## src/verilog/mbport_defs.vh

```
// Purpose: Offsets, field positions, reset values and timing counts of the serial port setup
// Assumes: 50 MHz system clock, 32-bit register port
// Notes:   Included by the port top module only
`ifndef MBPORT_DEFS_VH
`define MBPORT_DEFS_VH

`define MBP_CLK_HZ        50000000
`define MBP_MS_PER_S      1000
`define MBP_MS_CYCLES     (`MBP_CLK_HZ / `MBP_MS_PER_S)

`define MBP_REG_CTRL      4'h0
`define MBP_REG_BAUD      4'h1
`define MBP_REG_RTS       4'h2
`define MBP_REG_FLOAT     4'h3
`define MBP_REG_TXDATA    4'h4
`define MBP_REG_RXDATA    4'h5
`define MBP_REG_STATUS    4'h6
`define MBP_REG_MAP       4'h7

`define MBP_CTRL_EN       0
`define MBP_CTRL_MASTER   1
`define MBP_CTRL_ASCII    2
`define MBP_CTRL_PAR_LO   3
`define MBP_CTRL_PAR_HI   4
`define MBP_CTRL_DB8      5
`define MBP_CTRL_SB2      6
`define MBP_CTRL_CTS      7
`define MBP_CTRL_FLOAT    8
`define MBP_CTRL_NODE_LO  16
`define MBP_CTRL_NODE_HI  23

`define MBP_CTRL_RST      32'h0001_0020
`define MBP_BAUD_RST      16'h01B2
`define MBP_PAR_NONE      2'h0
`define MBP_PAR_ODD       2'h1
`define MBP_PAR_EVEN      2'h2
`define MBP_FLOAT_OFS_MAX 16'h270E
`define MBP_NODE_MAX      8'hF7

`endif

```

## src/verilog/mbport_top.v

```verilog
// Purpose: Serial port front end for Modbus traffic: framing, RTS/CTS timing, float window map
// Assumes: Single 50 MHz clock, register port with read data one cycle after read strobe
// Notes:   Message level protocol (frame checks, role logic) runs in software above
`timescale 1ns/1ps
`include "mbport_defs.vh"

// Function
// - Disabled port neither transmits nor receives
// - Master originates requests; slave only answers
// - Float mapping only for functions 3,6,16
// - Registers at or above base are float
// - Base register maps to database offset
// - Framing selectable between RTU and ASCII
// - RTU carries CRC-16, ASCII carries LRC
// - Parity none, odd or even generated/checked
// - Seven or eight data bits
// - One or two stop bits
// - One stop typical, two for slow
// - One baud setting for transmit and receive
// - Lead delay after RTS before sending
// - Tail delay after last byte, then RTS low
// - CTS gating withholds sending until CTS high
// - CTS ignored when gating disabled
// - Slave answers only its node address
module mbport_top #(
  parameter MS_CYCLES = `MBP_MS_CYCLES
) (
  input  wire        clk,
  input  wire        reset_n,
  input  wire [3:0]  addr,
  input  wire [31:0] wdata,
  input  wire        wr,
  input  wire        rd,
  output reg  [31:0] rdata,
  input  wire        rxd,
  input  wire        cts,
  output reg         txd,
  output reg         rts
);

  localparam ST_IDLE = 5'b00001;
  localparam ST_LEAD = 5'b00010;
  localparam ST_CTS  = 5'b00100;
  localparam ST_SEND = 5'b01000;
  localparam ST_TAIL = 5'b10000;

  reg  [31:0] ctrl_q;
  reg  [15:0] baud_q;
  reg  [15:0] lead_q, tail_q;
  reg  [15:0] fbase_q, fofs_q;
  reg  [15:0] map_q;
  reg  [7:0]  txbuf_q;
  reg         txfull_q;
  reg  [7:0]  rxbuf_q;
  reg         rxvalid_q, rxperr_q, rxferr_q, rxovr_q;
  reg  [15:0] map_res_q;
  reg         map_hit_q;

  wire        en      = ctrl_q[`MBP_CTRL_EN];
  wire        master  = ctrl_q[`MBP_CTRL_MASTER];
  wire        ascii   = ctrl_q[`MBP_CTRL_ASCII];
  wire [1:0]  par     = ctrl_q[`MBP_CTRL_PAR_HI:`MBP_CTRL_PAR_LO];
  wire        db8     = ctrl_q[`MBP_CTRL_DB8];
  wire        sb2     = ctrl_q[`MBP_CTRL_SB2];
  wire        use_cts = ctrl_q[`MBP_CTRL_CTS];
  wire        fl_en   = ctrl_q[`MBP_CTRL_FLOAT];
  wire [7:0]  node    = ctrl_q[`MBP_CTRL_NODE_HI:`MBP_CTRL_NODE_LO];

  // Millisecond tick for RTS delays
  reg [31:0] ms_cnt_q;
  wire       ms_tick = (ms_cnt_q == MS_CYCLES - 1);
  always @(posedge clk or negedge reset_n) begin
    if (!reset_n) begin
      ms_cnt_q <= 32'h0000_0000;
    end else if (ms_tick) begin
      ms_cnt_q <= 32'h0000_0000;
    end else begin
      ms_cnt_q <= ms_cnt_q + 32'h0000_0001;
    end
  end

  // Input synchronisers: stage 1 feeds only stage 2
  reg [2:0] rx_s_q, cts_s_q;
  reg       rx_f_q, cts_f_q;
  always @(posedge clk or negedge reset_n) begin
    if (!reset_n) begin
      rx_s_q  <= 3'h7;
      cts_s_q <= 3'h0;
      rx_f_q  <= 1'b1;
      cts_f_q <= 1'b0;
    end else begin
      rx_s_q  <= {rx_s_q[1:0], rxd};
      cts_s_q <= {cts_s_q[1:0], cts};
      if (rx_s_q[1] == rx_s_q[2]) begin
        rx_f_q <= rx_s_q[2];
      end
      if (cts_s_q[1] == cts_s_q[2]) begin
        cts_f_q <= cts_s_q[2];
      end
    end
  end

  // Parity over the active data bits
  function par_bit;
    input [7:0] d;
    input       d8;
    input [1:0] p;
    reg         x;
    begin
      x = ^d[6:0] ^ (d8 & d[7]);
      par_bit = (p == `MBP_PAR_ODD) ? ~x : x;
    end
  endfunction

  // Register writes and float window mapping
  wire [15:0] map_dist = map_q - fbase_q;
  always @(posedge clk or negedge reset_n) begin
    if (!reset_n) begin
      ctrl_q    <= `MBP_CTRL_RST;
      baud_q    <= `MBP_BAUD_RST;
      lead_q    <= 16'h0000;
      tail_q    <= 16'h0000;
      fbase_q   <= 16'h0000;
      fofs_q    <= 16'h0000;
      map_q     <= 16'h0000;
      map_res_q <= 16'h0000;
      map_hit_q <= 1'b0;
    end else begin
      if (wr) begin
        case (addr)
          `MBP_REG_CTRL: begin
            ctrl_q <= wdata;
            if (wdata[`MBP_CTRL_NODE_HI:`MBP_CTRL_NODE_LO] == 8'h00 ||
                wdata[`MBP_CTRL_NODE_HI:`MBP_CTRL_NODE_LO] > `MBP_NODE_MAX) begin
              ctrl_q[`MBP_CTRL_NODE_HI:`MBP_CTRL_NODE_LO] <= node;
            end
          end
          `MBP_REG_BAUD: baud_q <= (wdata[15:0] == 16'h0000) ? 16'h0001 : wdata[15:0];
          `MBP_REG_RTS: begin
            lead_q <= wdata[15:0];
            tail_q <= wdata[31:16];
          end
          `MBP_REG_FLOAT: begin
            fbase_q <= wdata[15:0];
            fofs_q  <= (wdata[31:16] > `MBP_FLOAT_OFS_MAX) ? `MBP_FLOAT_OFS_MAX
                                                             : wdata[31:16];
          end
          `MBP_REG_MAP: map_q <= wdata[15:0];
          default: ;
        endcase
      end
      // Map request: low 16 bits register, bits 23:16 function code
      if (wr && addr == `MBP_REG_MAP) begin
        map_hit_q <= fl_en && wdata[15:0] >= fbase_q &&
                     (wdata[23:16] == 8'h03 || wdata[23:16] == 8'h06 ||
                      wdata[23:16] == 8'h10);
      end
      map_res_q <= fofs_q + map_dist;
    end
  end

  // Transmitter with RTS lead/tail and CTS gating
  reg [4:0]  st_q;
  reg [15:0] dly_q;
  reg [15:0] tbaud_q;
  reg [3:0]  tbit_q;
  reg [11:0] tsh_q;
  wire [3:0] nbits = 4'd1 + (db8 ? 4'd8 : 4'd7) + ((par != `MBP_PAR_NONE) ? 4'd1 : 4'd0) +
                     (sb2 ? 4'd2 : 4'd1);
  wire       tx_load = wr && addr == `MBP_REG_TXDATA && en;
  wire       tx_done;
  wire       baud_tick_t = (tbaud_q == baud_q - 16'h0001);
  assign tx_done = (st_q == ST_SEND) && baud_tick_t && (tbit_q == nbits - 4'd1);
  wire [7:0] tx_dat = db8 ? txbuf_q : {1'b0, txbuf_q[6:0]};
  wire [11:0] frame = db8 ?
    ((par != `MBP_PAR_NONE) ? {2'b11, par_bit(tx_dat, 1'b1, par), tx_dat, 1'b0}
                             : {3'b111, tx_dat, 1'b0}) :
    ((par != `MBP_PAR_NONE) ? {3'b111, par_bit(tx_dat, 1'b0, par), tx_dat[6:0], 1'b0}
                             : {4'b1111, tx_dat[6:0], 1'b0});

  always @(posedge clk or negedge reset_n) begin
    if (!reset_n) begin
      st_q     <= ST_IDLE;
      dly_q    <= 16'h0000;
      tbaud_q  <= 16'h0000;
      tbit_q   <= 4'h0;
      tsh_q    <= 12'hFFF;
      txd      <= 1'b1;
      rts      <= 1'b0;
      txbuf_q  <= 8'h00;
      txfull_q <= 1'b0;
    end else begin
      if (tx_load && !txfull_q) begin
        txbuf_q  <= wdata[7:0];
        txfull_q <= 1'b1;
      end
      if (!en) begin
        st_q     <= ST_IDLE;
        rts      <= 1'b0;
        txd      <= 1'b1;
        txfull_q <= 1'b0;
      end else begin
        case (st_q)
          ST_IDLE: if (txfull_q) begin
            rts   <= 1'b1;
            dly_q <= lead_q;
            st_q  <= ST_LEAD;
          end
          ST_LEAD: if (dly_q == 16'h0000) begin
            st_q <= ST_CTS;
          end else if (ms_tick) begin
            dly_q <= dly_q - 16'h0001;
          end
          ST_CTS: if (!use_cts || cts_f_q) begin
            tsh_q    <= frame;
            txd      <= 1'b0;
            tbit_q   <= 4'h0;
            tbaud_q  <= 16'h0000;
            txfull_q <= 1'b0;
            st_q     <= ST_SEND;
          end
          ST_SEND: begin
            tbaud_q <= baud_tick_t ? 16'h0000 : tbaud_q + 16'h0001;
            if (tx_done) begin
              txd <= 1'b1;
              if (txfull_q) begin
                st_q <= ST_CTS; // Back to back bytes keep RTS up
              end else begin
                dly_q <= tail_q;
                st_q  <= ST_TAIL;
              end
            end else if (baud_tick_t) begin
              tbit_q <= tbit_q + 4'd1;
              tsh_q  <= {1'b1, tsh_q[11:1]};
              txd    <= tsh_q[1];
            end
          end
          ST_TAIL: if (txfull_q) begin
            st_q <= ST_CTS;
          end else if (dly_q == 16'h0000) begin
            rts  <= 1'b0;
            st_q <= ST_IDLE;
          end else if (ms_tick) begin
            dly_q <= dly_q - 16'h0001;
          end
          default: st_q <= ST_IDLE;
        endcase
      end
    end
  end

  // Receiver: samples mid bit at the shared baud setting
  reg        rbusy_q;
  reg [15:0] rbaud_q;
  reg [3:0]  rbit_q;
  reg [10:0] rsh_q;
  wire       rx_mid  = (rbaud_q == {1'b0, baud_q[15:1]});
  wire [3:0] rx_last = nbits - (sb2 ? 4'd2 : 4'd1);
  wire       rx_read = rd && addr == `MBP_REG_RXDATA;
  wire [10:0] rx_frm = {rx_f_q, rsh_q[10:1]};
  wire [10:0] rx_al  = rx_frm >> (4'hA - rx_last); // Short frames sit high in the shifter
  wire [7:0] rx_dat  = db8 ? rx_al[8:1] : {1'b0, rx_al[7:1]};
  wire       rx_pb   = rx_frm[9];
  wire       rx_stop = rx_frm[10];
  wire       rx_done = rbusy_q && rx_mid && rbit_q == rx_last;
  // Slave address filter applies to software via status; hardware keeps every byte, but a slave only starts receiving while st_q is ST_IDLE
  always @(posedge clk or negedge reset_n) begin
    if (!reset_n) begin
      rbusy_q   <= 1'b0;
      rbaud_q   <= 16'h0000;
      rbit_q    <= 4'h0;
      rsh_q     <= 11'h000;
      rxbuf_q   <= 8'h00;
      rxvalid_q <= 1'b0;
      rxperr_q  <= 1'b0;
      rxferr_q  <= 1'b0;
      rxovr_q   <= 1'b0;
    end else if (!en) begin
      rbusy_q   <= 1'b0;
      rxvalid_q <= 1'b0;
    end else begin
      if (rx_read) begin
        rxvalid_q <= 1'b0;
        rxperr_q  <= 1'b0;
        rxferr_q  <= 1'b0;
        rxovr_q   <= 1'b0;
      end
      if (!rbusy_q) begin
        if (!rx_f_q && (st_q == ST_IDLE || master)) begin
          rbusy_q <= 1'b1;
          rbaud_q <= 16'h0000;
          rbit_q  <= 4'h0;
        end
      end else begin
        rbaud_q <= (rbaud_q == baud_q - 16'h0001) ? 16'h0000 : rbaud_q + 16'h0001;
        if (rx_mid) begin
          rsh_q  <= rx_frm;
          rbit_q <= rbit_q + 4'd1;
          if (rbit_q == 4'h0 && rx_f_q) begin
            rbusy_q <= 1'b0; // False start
          end
        end
        if (rx_done) begin // Set wins over a same-cycle read
          rbusy_q   <= 1'b0;
          rxbuf_q   <= rx_dat;
          rxvalid_q <= 1'b1;
          rxovr_q   <= rxvalid_q && !rx_read;
          rxperr_q  <= (par != `MBP_PAR_NONE) &&
                       (rx_pb != par_bit(rx_dat, db8, par));
          rxferr_q  <= !rx_stop;
        end
      end
    end
  end

  // Read port; node match bit lets slave software drop foreign frames
  always @(posedge clk or negedge reset_n) begin
    if (!reset_n) begin
      rdata <= 32'h0000_0000;
    end else if (rd) begin
      case (addr)
        `MBP_REG_CTRL:   rdata <= ctrl_q;
        `MBP_REG_BAUD:   rdata <= {16'h0000, baud_q};
        `MBP_REG_RTS:    rdata <= {tail_q, lead_q};
        `MBP_REG_FLOAT:  rdata <= {fofs_q, fbase_q};
        `MBP_REG_RXDATA: rdata <= {24'h00_0000, rxbuf_q};
        `MBP_REG_STATUS: rdata <= {18'h0_0000, ascii, master && en,
                                   (!master && rxbuf_q == node),
                                   st_q, rts, txfull_q, rxovr_q, rxferr_q, rxperr_q,
                                   rxvalid_q};
        `MBP_REG_MAP:    rdata <= {15'h0000, map_hit_q, map_res_q};
        default:         rdata <= 32'h0000_0000;
      endcase
    end else begin
      rdata <= 32'h0000_0000;
    end
  end

endmodule
```

## config.mk

```make
export PLATFORM = sky130hd
export DESIGN_NAME = mbport_top
export DESIGN_NICKNAME = d
export VERILOG_FILES = /design/src/verilog/mbport_top.v
export VERILOG_INCLUDE_DIRS = /design/src /design/src/verilog
export SDC_FILE = /design/constraint.sdc
export NUM_CORES = 1
export LEC_CHECK = 0
export ABC_AREA = 1
export BUFFER_PORTS_ARGS = -buffer_cell sky130_fd_sc_hd__buf_4
export CORE_MARGIN = 1.5
export CORE_UTILIZATION = 60
export DETAILED_ROUTE_END_ITERATION = 8
export PLACE_DENSITY = 0.78
export SLEW_MARGIN = 40
export SYNTH_ARGS = -nofsm -noshare
export SYNTH_HDL_FRONTEND = slang
export SYNTH_SLANG_ARGS = --single-unit
export TNS_END_PERCENT = 30
```

## constraint.sdc

```tcl
create_clock -name clk -period 8.55 [get_ports clk]
set_input_delay 1.71 -clock clk [delete_from_list [all_inputs] [get_ports clk]]
set_output_delay 1.71 -clock clk [all_outputs]
set_load 0.01 [all_outputs]
```

==> results_tabular.tex, run 1 <==
\begin{tabular}{lr}
\hline
Metric & Value \\
\hline
\multicolumn{2}{l}{\textbf{Run status}} \\
Result of the run & complete, no violations \\
\multicolumn{2}{l}{\textbf{Clocking}} \\
Post-CTS Hold Fix Bufs & 0 \\
CTS resizes & 0 \\
Clock Sink Count & 320 \\
Inserted Clock Buffers & 37 \\
Max Root-Sink Buffers & 3 \\
Root cell of the clock tree & clkbuf\_16 \\
Worst skew pair latency & 540 ps \\
Number of setup buffers added after CTS & 0 \\
Maximum level of the CTS H-tree & 2 \\
Clock tree from TritonCTS & yes \\
Clock transition at the registers of the reported paths & 60 ps \\
\multicolumn{2}{l}{\textbf{Placed design}} \\
Number of input and output port buffers inserted & 75 \\
Detailed Place HPWL & 39960 um \\
Placer's final routability congestion estimate & 0.9839 \\
Pre-CTS setup slack & 4020 ps \\
\multicolumn{2}{l}{\textbf{Route}} \\
Residual DRC & 0 \\
Iteration-0 DRC count of the detailed router & 1734 \\
Iteration count of the initial detailed-routing pass & 6 \\
Antenna violation net count after detailed routing & 0 \\
Routed wirelength normalized by instance count & 18.87 um \\
Vias per inst & 5.911 \\
Via count & 17130 \\
Drt total wl & 54680 um \\
\multicolumn{2}{l}{\textbf{Yosys}} \\
Proportion of synthesized chip area in sequential cells & 43.10\% \\
Number of distinct standard cells referenced by the synthesized netlist & 65 \\
Number of nets in the synthesized netlist & 2521 \\
Synth area leaders & dfrtp\_1, nand2\_1, inv\_1 \\
Post-synthesis register bit count & 320 \\
Number of enable-type register cells in the synthesized netlist & 0 \\
Prevailing post-synth register cell & dfrtp\_1 \\
Cell Area, Synth & 0.01864 mm\^{}2 \\
Top cell type by total area after synthesis & dfrtp\_1 \\
Post-Syn Instances & 2414 \\
Yosys top cell area share & 40.00\% \\
Ys Warns & 0 \\
Share of flip-flops with an asynchronous set or reset & 100.0\% \\
Mean instance size in the synthesized netlist & 7.723 um\^{}2 \\
\multicolumn{2}{l}{\textbf{Worst setup path}} \\
FF-to-FF Start & ctrl\_q[5] \\
Worst setup EP type & flip-flop \\
Category of the most critical setup path & flip-flop to flip-flop \\
Arrival time at the worst endpoint & 4980 ps \\
Required time of the critical path & 8960 ps \\
Critical path startpoint category & flip-flop \\
Buf+Inv Stages, Crit Path & 6 \\
Cell family with most CP delay & adder cells \\
Top fanout value on the critical path & 12 \\
Master of the slowest instance on the critical path & dfstp\_2 \\
Ordered cell list for the critical path & inv\_1, nor2\_1, nor2\_1, ha\_1, fa\_1, inv\_1, fa\_1, inv\_1, ha\_1, inv\_1, nor3\_1, inv\_1, nor2\_1, inv\_1, nand2\_1, nand2\_1, nand2\_1, nand2\_1, nand2\_1, nand2\_1, nand3\_1, nand3\_1, nand3\_1, nand2\_1 \\
Maximum single-stage delay on the critical path & 610 ps \\
Origin of the worst setup path & ctrl\_q[5] \\
Most common cell type on the critical path & nand2\_1 \\
\multicolumn{2}{l}{\textbf{Floorplan}} \\
Die extent in y & 179.3 um \\
Starting density of the core & 60.95\% \\
Area of the die & 0.03214 mm\^{}2 \\
Total number of placement rows & 64 \\
Floorplan die width & 179.3 um \\
Io pins & 76 \\
Placeable Area & 0.03059 mm\^{}2 \\
\multicolumn{2}{l}{\textbf{Timing}} \\
Sum of negative setup slack & 0 ps \\
Transition at the pin with the smallest max-transition slack & 776.4 ps \\
Hold slack & 351.2 ps \\
Final number of hold-violating endpoints & 0 \\
Unrepaired setup endpoints after global routing & no \\
Clock period minus final worst setup slack & 4561 ps \\
Number of pins exceeding their max-slew limit in the final report & 0 \\
Number of setup violations in the final report & 0 \\
Maximum frequency from static timing analysis & 219.2 MHz \\
Worst max-slew margin expressed relative to the limit & 48.11\% \\
Final clock skew & 20.98 ps \\
Worst Slack Setup Final & 3989 ps \\
Final period util & 53.35\% \\
\multicolumn{2}{l}{\textbf{Power and ir drop}} \\
Total internal power & 3.542 mW \\
Max VDD drop & 0.0001790 V \\
Power per cell area & 282.4 mW/mm\^{}2 \\
Fraction of power spent switching nets & 39.95\% \\
Power share of the clock group & 28.3\% \\
Pwr Total & 5.898 mW \\
Static Leak & 10.39 nW \\
Relative contribution of sequential cells to total power & 33.1\% \\
Net load switching power & 2.356 mW \\
Power share of the combinational group & 38.6\% \\
\multicolumn{2}{l}{\textbf{GRT}} \\
GRT Util Overall & 34.60\% \\
Maximum number of pins on one net before global-route repair & 137 \\
Total congestion overflow & 0 \\
Antenna violations before repair & 0 \\
Wire length of the first global-routing pass & 85770 um \\
Via count of the first global-routing pass & 16110 \\
\multicolumn{2}{l}{\textbf{Layout}} \\
NumNets Final & 2580 \\
Fillcell total & 2584 \\
Ratio of cells with drive above 1 in the final layout & 10.03\% \\
Area added between synthesis and finish & 12.03\% \\
Diodes inserted & 0 \\
\multicolumn{2}{l}{\textbf{Worst hold path}} \\
Launch point of the worst hold path & cts\_s\_q[0] \\
Worst hold-check path type & flip-flop to flip-flop \\
\multicolumn{2}{l}{\textbf{Job}} \\
Number of max-cap violations & 0 \\
\hline
\end{tabular}
==> power by group through the flow <==
| stage | registers [mW] | clock network, mW | logic (mW) |
|---|---|---|---|
| floorplan | 1.90 | 0 | 1.73 |
| global placement | 1.96 | 0 | 2.14 |
| detailed placement | 1.97 | 0 | 2.21 |
| CTS | 1.95 | 1.69 | 2.23 |
| global route | 1.98 | 1.74 | 2.56 |
| finish | 1.95 | 1.67 | 2.27 |
==> path summary, 6_finish.rpt <==
check / endpoint / slack (ps) / cells past startpoint
worst min-delay path: cts_s_q[1] / 350 / 0
worst max-delay path: rxperr_q / 3990 / 24
worst max register to register: rxperr_q / 3990 / 24
max in group asynchronous: rdata[29] / 6020 / 4
worst min register to register: cts_s_q[1] / 350 / 0
min in group asynchronous: rsh_q[7] / 1110 / 1
==> per-layer routing <==
metal | GRT usage (%) | wire length (um) | vias to the layer above
li1 | - | - | 7970
met1 | 47.70 | 22460 | 8088
met2 | 52.63 | 24080 | 896
met3 | 6.128 | 5203 | 174
met4 | 16.84 | 2893 | 2
met5 | 1.282 | 50 | -
==> sequential cells by signal (all words and copies together) (netlist names), 16 cells and up <==
register   cells
map_res_q     16
tbaud_q       16
fofs_q        16
map_q         16
tail_q        16
lead_q        16
rdata         32
fbase_q       16
rbaud_q       16
baud_q        16
dly_q         16
ctrl_q        32
ms_cnt_q      32
==> area by class of cell <==
class                           count  area, um^2  area share, %
Timing Repair Buffer               87       716.9          3.433
Tap cell                          396       495.5          2.372
Sequential cell                   320        8035          38.47
Inverter                          376        1418          6.787
Clock inverter                     18       224.0          1.072
Multi-Input combinational cell   1651        8921          42.71
Clock buffer                       50        1076          5.152
==> stage by stage <==
step                      instance area (um^2)  util (%)  cells
after floorplan                          18640         -   2414
after global placement                   19500     63.75   2828
after detailed placement                 19550     63.91   2829
after CTS                                20850     68.16   2897
after global routing                     20890     68.28   2898
final                                    20890     68.28   2898
==> layout by cell type (no fill, tap or decap), types with 6 or more instances in the layout <==
cell	netlist	layout
clkbuf_8	0	8
a31oi_1	12	12
nand2_2	10	11
o221ai_1	15	15
fa_1	17	17
nand2_1	599	597
a221oi_1	22	22
buf_4	1	82
nor3_1	48	47
nor2_4	4	6
dfstp_2	22	22
or2_2	10	10
dfrtp_1	298	298
nand4_1	39	39
o21ai_0	221	221
clkinv_2	1	10
a211oi_1	6	6
o31ai_1	7	7
o22ai_1	12	12
nor2_1	161	158
o21ai_1	6	6
ha_1	48	48
o211ai_1	6	6
nor2_2	7	8
o21ai_2	15	15
a21oi_1	75	75
xor2_1	66	66
clkbuf_16	0	38
nand3_1	154	154
inv_1	368	366
inv_2	5	7
xnor2_1	27	27
nor4_1	20	18
==> kinds of logic after synthesis <==
family          Yosys count  share of synthesized area, %
xor+xnor                 94                         4.456
flops                   320                         43.10
buf+inv                 443                         9.289
fa+ha+maj                67                         5.154
simple gates           1072                         24.91
compound gates          418                         13.09
==> cells in the mapped netlist (5+ instances only) <==
| cell type | n |
|---|---|
| nand2_1 | 599 |
| inv_1 | 368 |
| dfrtp_1 | 298 |
| o21ai_0 | 221 |
| nor2_1 | 161 |
| nand3_1 | 154 |
| a21oi_1 | 75 |
| xor2_1 | 66 |
| clkbuf_1 | 51 |
| ha_1 | 48 |
| nor3_1 | 48 |
| nand4_1 | 39 |
| xnor2_1 | 27 |
| a221oi_1 | 22 |
| dfstp_2 | 22 |
| nor4_1 | 20 |
| fa_1 | 17 |
| o21ai_2 | 15 |
| o221ai_1 | 15 |
| a31oi_1 | 12 |
| o22ai_1 | 12 |
| nand2_2 | 10 |
| or2_2 | 10 |
| buf_6 | 7 |
| nor2_2 | 7 |
| o31ai_1 | 7 |
| a211oi_1 | 6 |
| o211ai_1 | 6 |
| o21ai_1 | 6 |
| buf_2 | 5 |
| inv_2 | 5 |
Note: power is estimated with default switching activity, not from simulation.
==> run 2: changes to the inputs <==
--- a/config.mk
+++ b/config.mk
@@ -9,9 +9,9 @@
 export ABC_AREA = 1
 export BUFFER_PORTS_ARGS = -buffer_cell sky130_fd_sc_hd__buf_4
 export CORE_MARGIN = 1.5
-export CORE_UTILIZATION = 60
+export CORE_UTILIZATION = 57
 export DETAILED_ROUTE_END_ITERATION = 8
-export PLACE_DENSITY = 0.78
+export PLACE_DENSITY = 0.77
 export SLEW_MARGIN = 40
 export SYNTH_ARGS = -nofsm -noshare
 export SYNTH_HDL_FRONTEND = slang
==> constraint.sdc (replaced) <==
create_clock -name clk -period 3.9 [get_ports clk]
set_input_delay 0.78 -clock clk [delete_from_list [all_inputs] [get_ports clk]]
set_output_delay 0.78 -clock clk [all_outputs]
set_load 0.01 [all_outputs]
==> run 2 against run 1 <==
Against the previous run: register-to-register slack got worse by 3900 ps; sequential cell count did not move; clock power rose by 110%; worst setup slack got worse by 3900 ps; power rose by 120%; global-route usage fell by 2.1 points; cell count rose by 2.7%; via count fell by 0.81%; utilization fell by 2.7 points.
==> results_tabular.tex, run 2 (synthesis results as in run 1) <==
\begin{tabular}{lr}
\hline
Metric & Value \\
\hline
\multicolumn{2}{l}{\textbf{Worst setup path}} \\
Top fanout value on the critical path & 8 (-4) \\
Arrival time at the worst endpoint & 4190 ps (-790 ps) \\
Category of the most critical setup path & flip-flop to flip-flop \\
Critical path startpoint category & flip-flop \\
Required time of the critical path & 4320 ps (-4640 ps) \\
Worst setup EP type & flip-flop \\
\multicolumn{2}{l}{\textbf{Floorplan}} \\
Floorplan die width & 183.9 um (+2.6\%) \\
Area of the die & 0.03380 mm\^{}2 (+5.2\%) \\
Total number of placement rows & 66 (+3.1\%) \\
Placeable Area & 0.03237 mm\^{}2 (+5.8\%) \\
Io pins & 76 (unchanged) \\
Die extent in y & 183.9 um (+2.6\%) \\
Starting density of the core & 57.59\% (-3.4 points) \\
\multicolumn{2}{l}{\textbf{Power and ir drop}} \\
Power share of the clock group & 27.0\% (-1.3 points) \\
Net load switching power & 5.280 mW (+120\%) \\
Fraction of power spent switching nets & 39.97\% (about the same) \\
Static Leak & 10.54 nW (+1.4\%) \\
Total internal power & 7.931 mW (+120\%) \\
Pwr Total & 13.21 mW (+120\%) \\
Power per cell area & 622.2 mW/mm\^{}2 (+120\%) \\
Relative contribution of sequential cells to total power & 32.4\% (-0.7 points) \\
Max VDD drop & 0.0004416 V (+150\%) \\
Power share of the combinational group & 40.6\% (+2.0 points) \\
\multicolumn{2}{l}{\textbf{GRT}} \\
Antenna violations before repair & 1 (+1) \\
Wire length of the first global-routing pass & 86420 um (+0.76\%) \\
GRT Util Overall & 32.53\% (-2.1 points) \\
Via count of the first global-routing pass & 16450 (+2.1\%) \\
Maximum number of pins on one net before global-route repair & 70 (-49\%) \\
Total congestion overflow & 0 (unchanged) \\
\multicolumn{2}{l}{\textbf{Clocking}} \\
Clock Sink Count & 320 (unchanged) \\
Post-CTS Hold Fix Bufs & 0 (unchanged) \\
Clock tree from TritonCTS & yes \\
Maximum level of the CTS H-tree & 2 (unchanged) \\
Clock transition at the registers of the reported paths & 60 ps (about the same) \\
Max Root-Sink Buffers & 3 (unchanged) \\
Worst skew pair latency & 540 ps (about the same) \\
Inserted Clock Buffers & 37 (unchanged) \\
Root cell of the clock tree & clkbuf\_16 \\
\multicolumn{2}{l}{\textbf{Route}} \\
Residual DRC & 0 (unchanged) \\
Antenna violation net count after detailed routing & 0 (unchanged) \\
Drt total wl & 53640 um (-1.9\%) \\
Via count & 16990 (-0.81\%) \\
Iteration-0 DRC count of the detailed router & 1871 (+7.9\%) \\
Routed wirelength normalized by instance count & 18.02 um (-4.5\%) \\
Iteration count of the initial detailed-routing pass & 6 (unchanged) \\
Vias per inst & 5.710 (-3.4\%) \\
\multicolumn{2}{l}{\textbf{Job}} \\
Number of max-cap violations & 0 (unchanged) \\
\multicolumn{2}{l}{\textbf{Layout}} \\
Post-route design area & 0.02123 mm\^{}2 (+1.7\%) \\
Commonest cells after routing, fill and taps aside & nand2\_1, inv\_1, dfrtp\_1 \\
Area added between synthesis and finish & 13.90\% \\
Fillcell total & 2797 (+8.2\%) \\
Registers with the most flip-flops & ctrl\_q: 32 flops, ms\_cnt\_q: 32 flops, rdata: 32 flops \\
Footprint of the multi-input gates & 0.009002 mm\^{}2 (+0.91\%) \\
NumNets Final & 2615 (+1.4\%) \\
Most common library cell in the layout ignoring fill and taps & nand2\_1 \\
Ratio of cells with drive above 1 in the final layout & 12.08\% (+2.0 points) \\
Area taken by flip-flops and latches & 0.008035 mm\^{}2 (unchanged) \\
Diodes inserted & 0 (unchanged) \\
\multicolumn{2}{l}{\textbf{Timing}} \\
Transition at the pin with the smallest max-transition slack & 691.6 ps (-84.83 ps) \\
Sum of negative setup slack & 0 ps (unchanged) \\
Unrepaired setup endpoints after global routing & yes \\
Hold slack & 152.4 ps (-198.8 ps) \\
Final clock skew & 20.98 ps (+0.007800 ps) \\
Maximum frequency from static timing analysis & 265.7 MHz (+21\%) \\
Number of setup violations in the final report & 0 (unchanged) \\
Final number of hold-violating endpoints & 0 (unchanged) \\
Worst max-slew margin expressed relative to the limit & 53.77\% (+5.7 points) \\
Number of pins exceeding their max-slew limit in the final report & 0 (unchanged) \\
Worst Slack Setup Final & 136.7 ps (-3852 ps) \\
Final period util & 96.49\% (+43 points) \\
Clock period minus final worst setup slack & 3763 ps (-798.2 ps) \\
\multicolumn{2}{l}{\textbf{Placed design}} \\
Post-Place Cell Area & 0.01987 mm\^{}2 (+1.7\%) \\
Detailed Place HPWL & 40310 um (+0.88\%) \\
Placer's final routability congestion estimate & 0.9530 (-3.1\%) \\
Pre-CTS setup slack & 38.55 ps (-3981 ps) \\
Number of input and output port buffers inserted & 75 (unchanged) \\
\multicolumn{2}{l}{\textbf{Run status}} \\
Result of the run & complete, no violations \\
\multicolumn{2}{l}{\textbf{Worst hold path}} \\
Worst hold-check path type & primary input to async pin \\
\hline
\end{tabular}
-- run 2: changes by cell type in the layout (fill, tap and decap cells not counted), sizes merged --
cell and change:
buf +35, clkinv -1, bufinv -1, clkbuf +2, clkinvlp -3
-- run 2: per-layer routing --
layer	vias up	GRT usage (%)	wire length, um
met1	7974	43.60	21900
li1	8036	-	-
met3	173	4.180	4513
met4	0	15.38	2585
met2	809	52.59	24640
met5	-	0	0
-- run 2: layout make-up --
class                   instances  share of cell area (%)
inverters                     376                   6.676
multi-input cells            1651                   42.40
repair buffers                122                   4.596
clock buffers                  52                   5.103
flip-flops and latches        320                   37.84
well taps                     442                   2.604
clock inverters                13                  0.7837
-- run 2: path summary, 6_finish.rpt --
path,start,end,slack (ps),depth (start not counted)
max,ctrl_q[5],rxperr_q,140,25
min,reset_n,rsh_q[4],150,1
max reg2reg,ctrl_q[5],rxperr_q,140,25
min reg2reg,rx_s_q[0],rx_s_q[1],360,0
max in group asynchronous,reset_n,baud_q[5],2690,3
min in group clk,rxd,rx_s_q[0],350,1
-- run 2: power by group through the flow --
stage	logic [mW]	clock network, mW	registers (mW)
2_1_floorplan	3.81	0	4.16
3_3_place_gp	4.83	0	4.29
3_5_place_dp	4.96	0	4.30
4_1_cts	5.01	3.61	4.25
5_1_grt	6.03	3.74	4.32
6_report	5.37	3.57	4.28
-- run 2: through the flow --
| stage | cells | utilization, % |
|---|---|---|
| 2_1_floorplan | 2414 | - |
| 3_3_place_gp | 2909 | 61.27 |
| 3_5_place_dp | 2910 | 61.39 |
| 4_1_cts | 2975 | 65.26 |
| 5_1_grt | 2976 | 65.60 |
| 6_report | 2976 | 65.60 |
-- run 2: critical path, stage by stage, from the launching register on --
cell and delay, ps:
dfstp_2 370, buf_4 160, nor3_4 180, nor2_1 70
ha_2 190, fa_1 530, inv_1 70, fa_1 560
inv_2 70, ha_4 270, inv_2 50, buf_4 130
nand3_1 70, nand2_1 80, nand2_1 90, nand2_2 80
inv_2 60, nand2_2 60, nand2_1 70, nand2_1 70
nand3_1 90, nand2_1 70, nand3_1 70, nand3_1 60
nand3_1 80, nand2_1 50
-- run 2: timing repair --
action,in CTS,in global routing
buffers inserted,0,1
setup endpoints to repair,0,9
gates resized for setup,0,31
==> run 3: changes to the inputs <==
--- a/config.mk
+++ b/config.mk
@@ -11,6 +11,7 @@
 export CORE_MARGIN = 1.5
 export CORE_UTILIZATION = 57
 export DETAILED_ROUTE_END_ITERATION = 8
+export GPL_TIMING_DRIVEN = 0
 export PLACE_DENSITY = 0.77
 export SLEW_MARGIN = 40
 export SYNTH_ARGS = -nofsm -noshare
==> run 3 against run 2 <==
Against the previous run: the run now ends with negative setup slack left; largest power group unchanged; via count grew 4.4%; sequential share of layout area shrank 0.62 points; power grew 11%; utilization grew 1.1 points; die area is the same; worst setup slack lost 140 ps; clock skew shrank 8.2 ps.
==> results_tabular.tex, run 3 (synthesis results as in run 1) <==
\begin{tabular}{lr}
\hline
Metric & Value \\
\hline
\multicolumn{2}{l}{\textbf{Layout}} \\
Commonest cells after routing, fill and taps aside & nand2\_1, inv\_1, dfrtp\_1 \\
Registers with the most flip-flops & ctrl\_q: 32 flops, ms\_cnt\_q: 32 flops, rdata: 32 flops \\
Most common library cell in the layout ignoring fill and taps & nand2\_1 \\
Area added between synthesis and finish & 15.84\% \\
Ratio of cells with drive above 1 in the final layout & 12.99\% (+0.92 points) \\
Diodes inserted & 0 (unchanged) \\
Post-route design area & 0.02160 mm\^{}2 (+1.7\%) \\
NumNets Final & 2653 (+1.5\%) \\
\multicolumn{2}{l}{\textbf{Power and ir drop}} \\
Power per cell area & 681.5 mW/mm\^{}2 (+9.5\%) \\
Net load switching power & 6.159 mW (+17\%) \\
Fraction of power spent switching nets & 41.85\% (+1.9 points) \\
Static Leak & 10.59 nW (+0.50\%) \\
Total internal power & 8.557 mW (+7.9\%) \\
Relative contribution of sequential cells to total power & 29.4\% (-3.0 points) \\
Power share of the combinational group & 46.0\% (+5.4 points) \\
Max VDD drop & 0.0006871 V (+56\%) \\
Power share of the clock group & 24.6\% (-2.4 points) \\
\multicolumn{2}{l}{\textbf{Timing}} \\
Final number of hold-violating endpoints & 0 (unchanged) \\
Clock period minus final worst setup slack & 3905 ps (+141.7 ps) \\
Maximum frequency from static timing analysis & 256.1 MHz (-3.6\%) \\
Hold slack & 101.4 ps (-50.98 ps) \\
Worst Slack Setup Final & -4.971 ps (-141.7 ps) \\
Number of pins exceeding their max-slew limit in the final report & 0 (unchanged) \\
Transition at the pin with the smallest max-transition slack & 817.8 ps (+126.3 ps) \\
Worst max-slew margin expressed relative to the limit & 45.48\% (-8.3 points) \\
Unrepaired setup endpoints after global routing & yes \\
Final period util & 100.1\% (+3.6 points) \\
Number of setup violations in the final report & 1 (+1) \\
Final clock skew & 12.80 ps (-8.183 ps) \\
Sum of negative setup slack & -4.971 ps (-4.971 ps) \\
\multicolumn{2}{l}{\textbf{Clocking}} \\
Maximum level of the CTS H-tree & 2 (unchanged) \\
Clock Sink Count & 320 (unchanged) \\
Inserted Clock Buffers & 37 (unchanged) \\
Root cell of the clock tree & clkbuf\_16 \\
Max Root-Sink Buffers & 3 (unchanged) \\
Worst skew pair latency & 530 ps (about the same) \\
Post-CTS Hold Fix Bufs & 0 (unchanged) \\
Clock transition at the registers of the reported paths & 60 ps (about the same) \\
Clock tree from TritonCTS & yes \\
\multicolumn{2}{l}{\textbf{GRT}} \\
Total congestion overflow & 0 (unchanged) \\
Via count of the first global-routing pass & 16890 (+2.7\%) \\
Maximum number of pins on one net before global-route repair & 77 (+10\%) \\
GRT Util Overall & 35.77\% (+3.2 points) \\
Antenna violations before repair & 0 (-1) \\
Wire length of the first global-routing pass & 92390 um (+6.9\%) \\
\multicolumn{2}{l}{\textbf{Route}} \\
Iteration count of the initial detailed-routing pass & 7 (+1) \\
Residual DRC & 0 (unchanged) \\
Routed wirelength normalized by instance count & 19.93 um (+11\%) \\
Drt total wl & 60040 um (+12\%) \\
Antenna violation net count after detailed routing & 0 (unchanged) \\
Via count & 17740 (+4.4\%) \\
Iteration-0 DRC count of the detailed router & 1736 (-7.2\%) \\
Vias per inst & 5.888 (+3.1\%) \\
\multicolumn{2}{l}{\textbf{Floorplan}} \\
Starting density of the core & 57.59\% (unchanged) \\
Area of the die & 0.03380 mm\^{}2 (unchanged) \\
Die extent in y & 183.9 um (unchanged) \\
Floorplan die width & 183.9 um (unchanged) \\
Placeable Area & 0.03237 mm\^{}2 (unchanged) \\
Io pins & 76 (unchanged) \\
Total number of placement rows & 66 (unchanged) \\
\multicolumn{2}{l}{\textbf{Run status}} \\
Result of the run & finished with violations \\
Failing checks & negative setup slack \\
\multicolumn{2}{l}{\textbf{Worst setup path}} \\
Reg-to-reg setup timing slack & -5 ps (-140 ps) \\
FF-to-FF Start & ctrl\_q[5] \\
Arrival time at the worst endpoint & 4380 ps (+190 ps) \\
Required time of the critical path & 4370 ps (+50 ps) \\
Origin of the worst setup path & ctrl\_q[5] \\
Worst setup EP type & flip-flop \\
End of the worst register-to-register path & rxperr\_q \\
Critical path startpoint category & flip-flop \\
Endpoint of the worst setup timing path & rxperr\_q \\
Top fanout value on the critical path & 5 (-3) \\
Worst Reg2Reg Path Length in Cells & 23 (-8.0\%) \\
Category of the most critical setup path & flip-flop to flip-flop \\
\multicolumn{2}{l}{\textbf{Placed design}} \\
Placer's final routability congestion estimate & 1.004 (+5.4\%) \\
Number of input and output port buffers inserted & 74 (-1.3\%) \\
Post-Place Cell Area & 0.01991 mm\^{}2 (+0.18\%) \\
Detailed Place HPWL & 45190 um (+12\%) \\
\multicolumn{2}{l}{\textbf{Worst hold path}} \\
Worst hold-check path type & primary input to async pin \\
\multicolumn{2}{l}{\textbf{Job}} \\
Number of max-cap violations & 0 (unchanged) \\
\hline
\end{tabular}
==> run 3: changes by cell type in the layout (fill, tap and decap cells not counted), sizes merged <==
cell	previous run	this run
bufinv	3	6
buf	122	111
clkinvlp	0	1
clkinv	12	6
clkbuf	52	103
inv	374	373
==> run 3: what timing repair did <==
action / 4_1_cts / 5_1_grt
gates resized for setup: 36 / 71
setup buffers: 4 / 9
endpoints found under the setup margin: 9 / 7
gates cloned: 2 / 0
pin swaps: 13 / 40
==> run 3: power by group through the flow <==
stage	clock (mW)	sequential [mW]	combinational [mW]
6_report	3.62	4.33	6.77
5_1_grt	3.78	4.36	7.37
4_1_cts	3.64	4.30	5.60
3_5_place_dp	0	4.35	5.09
3_3_place_gp	0	4.33	4.95
2_1_floorplan	0	4.16	3.81
==> run 3: worst min-delay path by stage <==
stage / from / endpoint / slack (ps) / cells after the start
6_report: reset_n / rsh_q[7] / 100 / 1
5_1_grt: reset_n / rsh_q[7] / 110 / 1
4_1_cts: reset_n / rsh_q[7] / 90 / 1
3_5_place_dp: cts_s_q[0] / cts_s_q[1] / 340 / 0
3_3_place_gp: cts_s_q[0] / cts_s_q[1] / 330 / 0
2_1_floorplan: cts_s_q[0] / cts_s_q[1] / 330 / 0
==> run 3: worst max-delay path, cell delays in order, from the launching register on <==
cell and delay (ps):
dfstp_2 590, inv_4 70, ha_4 270, inv_4 30, fa_1 570, inv_2 50, fa_1 520, inv_2 60
ha_4 310, inv_4 60, buf_8 130, nand3_4 70, nand2_4 60, nand2_2 70, nand2_4 70, inv_2 70
nand2_2 70, o21ai_2 220, nand3_2 120, nand2_2 110, nand3_2 90, nand3_2 80, nand3_2 70, nand2_2 70
==> run 3: stage by stage <==
stage	setup WS [ps]	cells	total power, mW	utilization (%)
final	-4.971	3013	14.72	66.71
after global routing	-96.95	3013	15.51	66.71
after global placement	-852.2	2930	9.285	61.02
after detailed placement	-491.0	2935	9.438	61.51
after floorplan	29.83	2414	7.972	-
after CTS	5.822	3004	13.54	65.78
==> run 3: layout make-up <==
class	count	area [um^2]
flip-flops and latches	320	8038
fillers	2768	10780
clock buffers	54	1030
inverters	376	1425
clock inverters	10	202.7
plain buffers	66	336.6
well taps	442	553.0
multi-input cells	1651	9190
repair buffers	94	820.8
==> run 3: metal layers <==
layer  GRT usage [%]  up-vias  routed length (um)
li1                -     8120                   -
met1           46.63     8514               23890
met3           5.824      202                4819
met5               0        -                   0
met2           57.38      904               27810
met4           19.11        0                3510
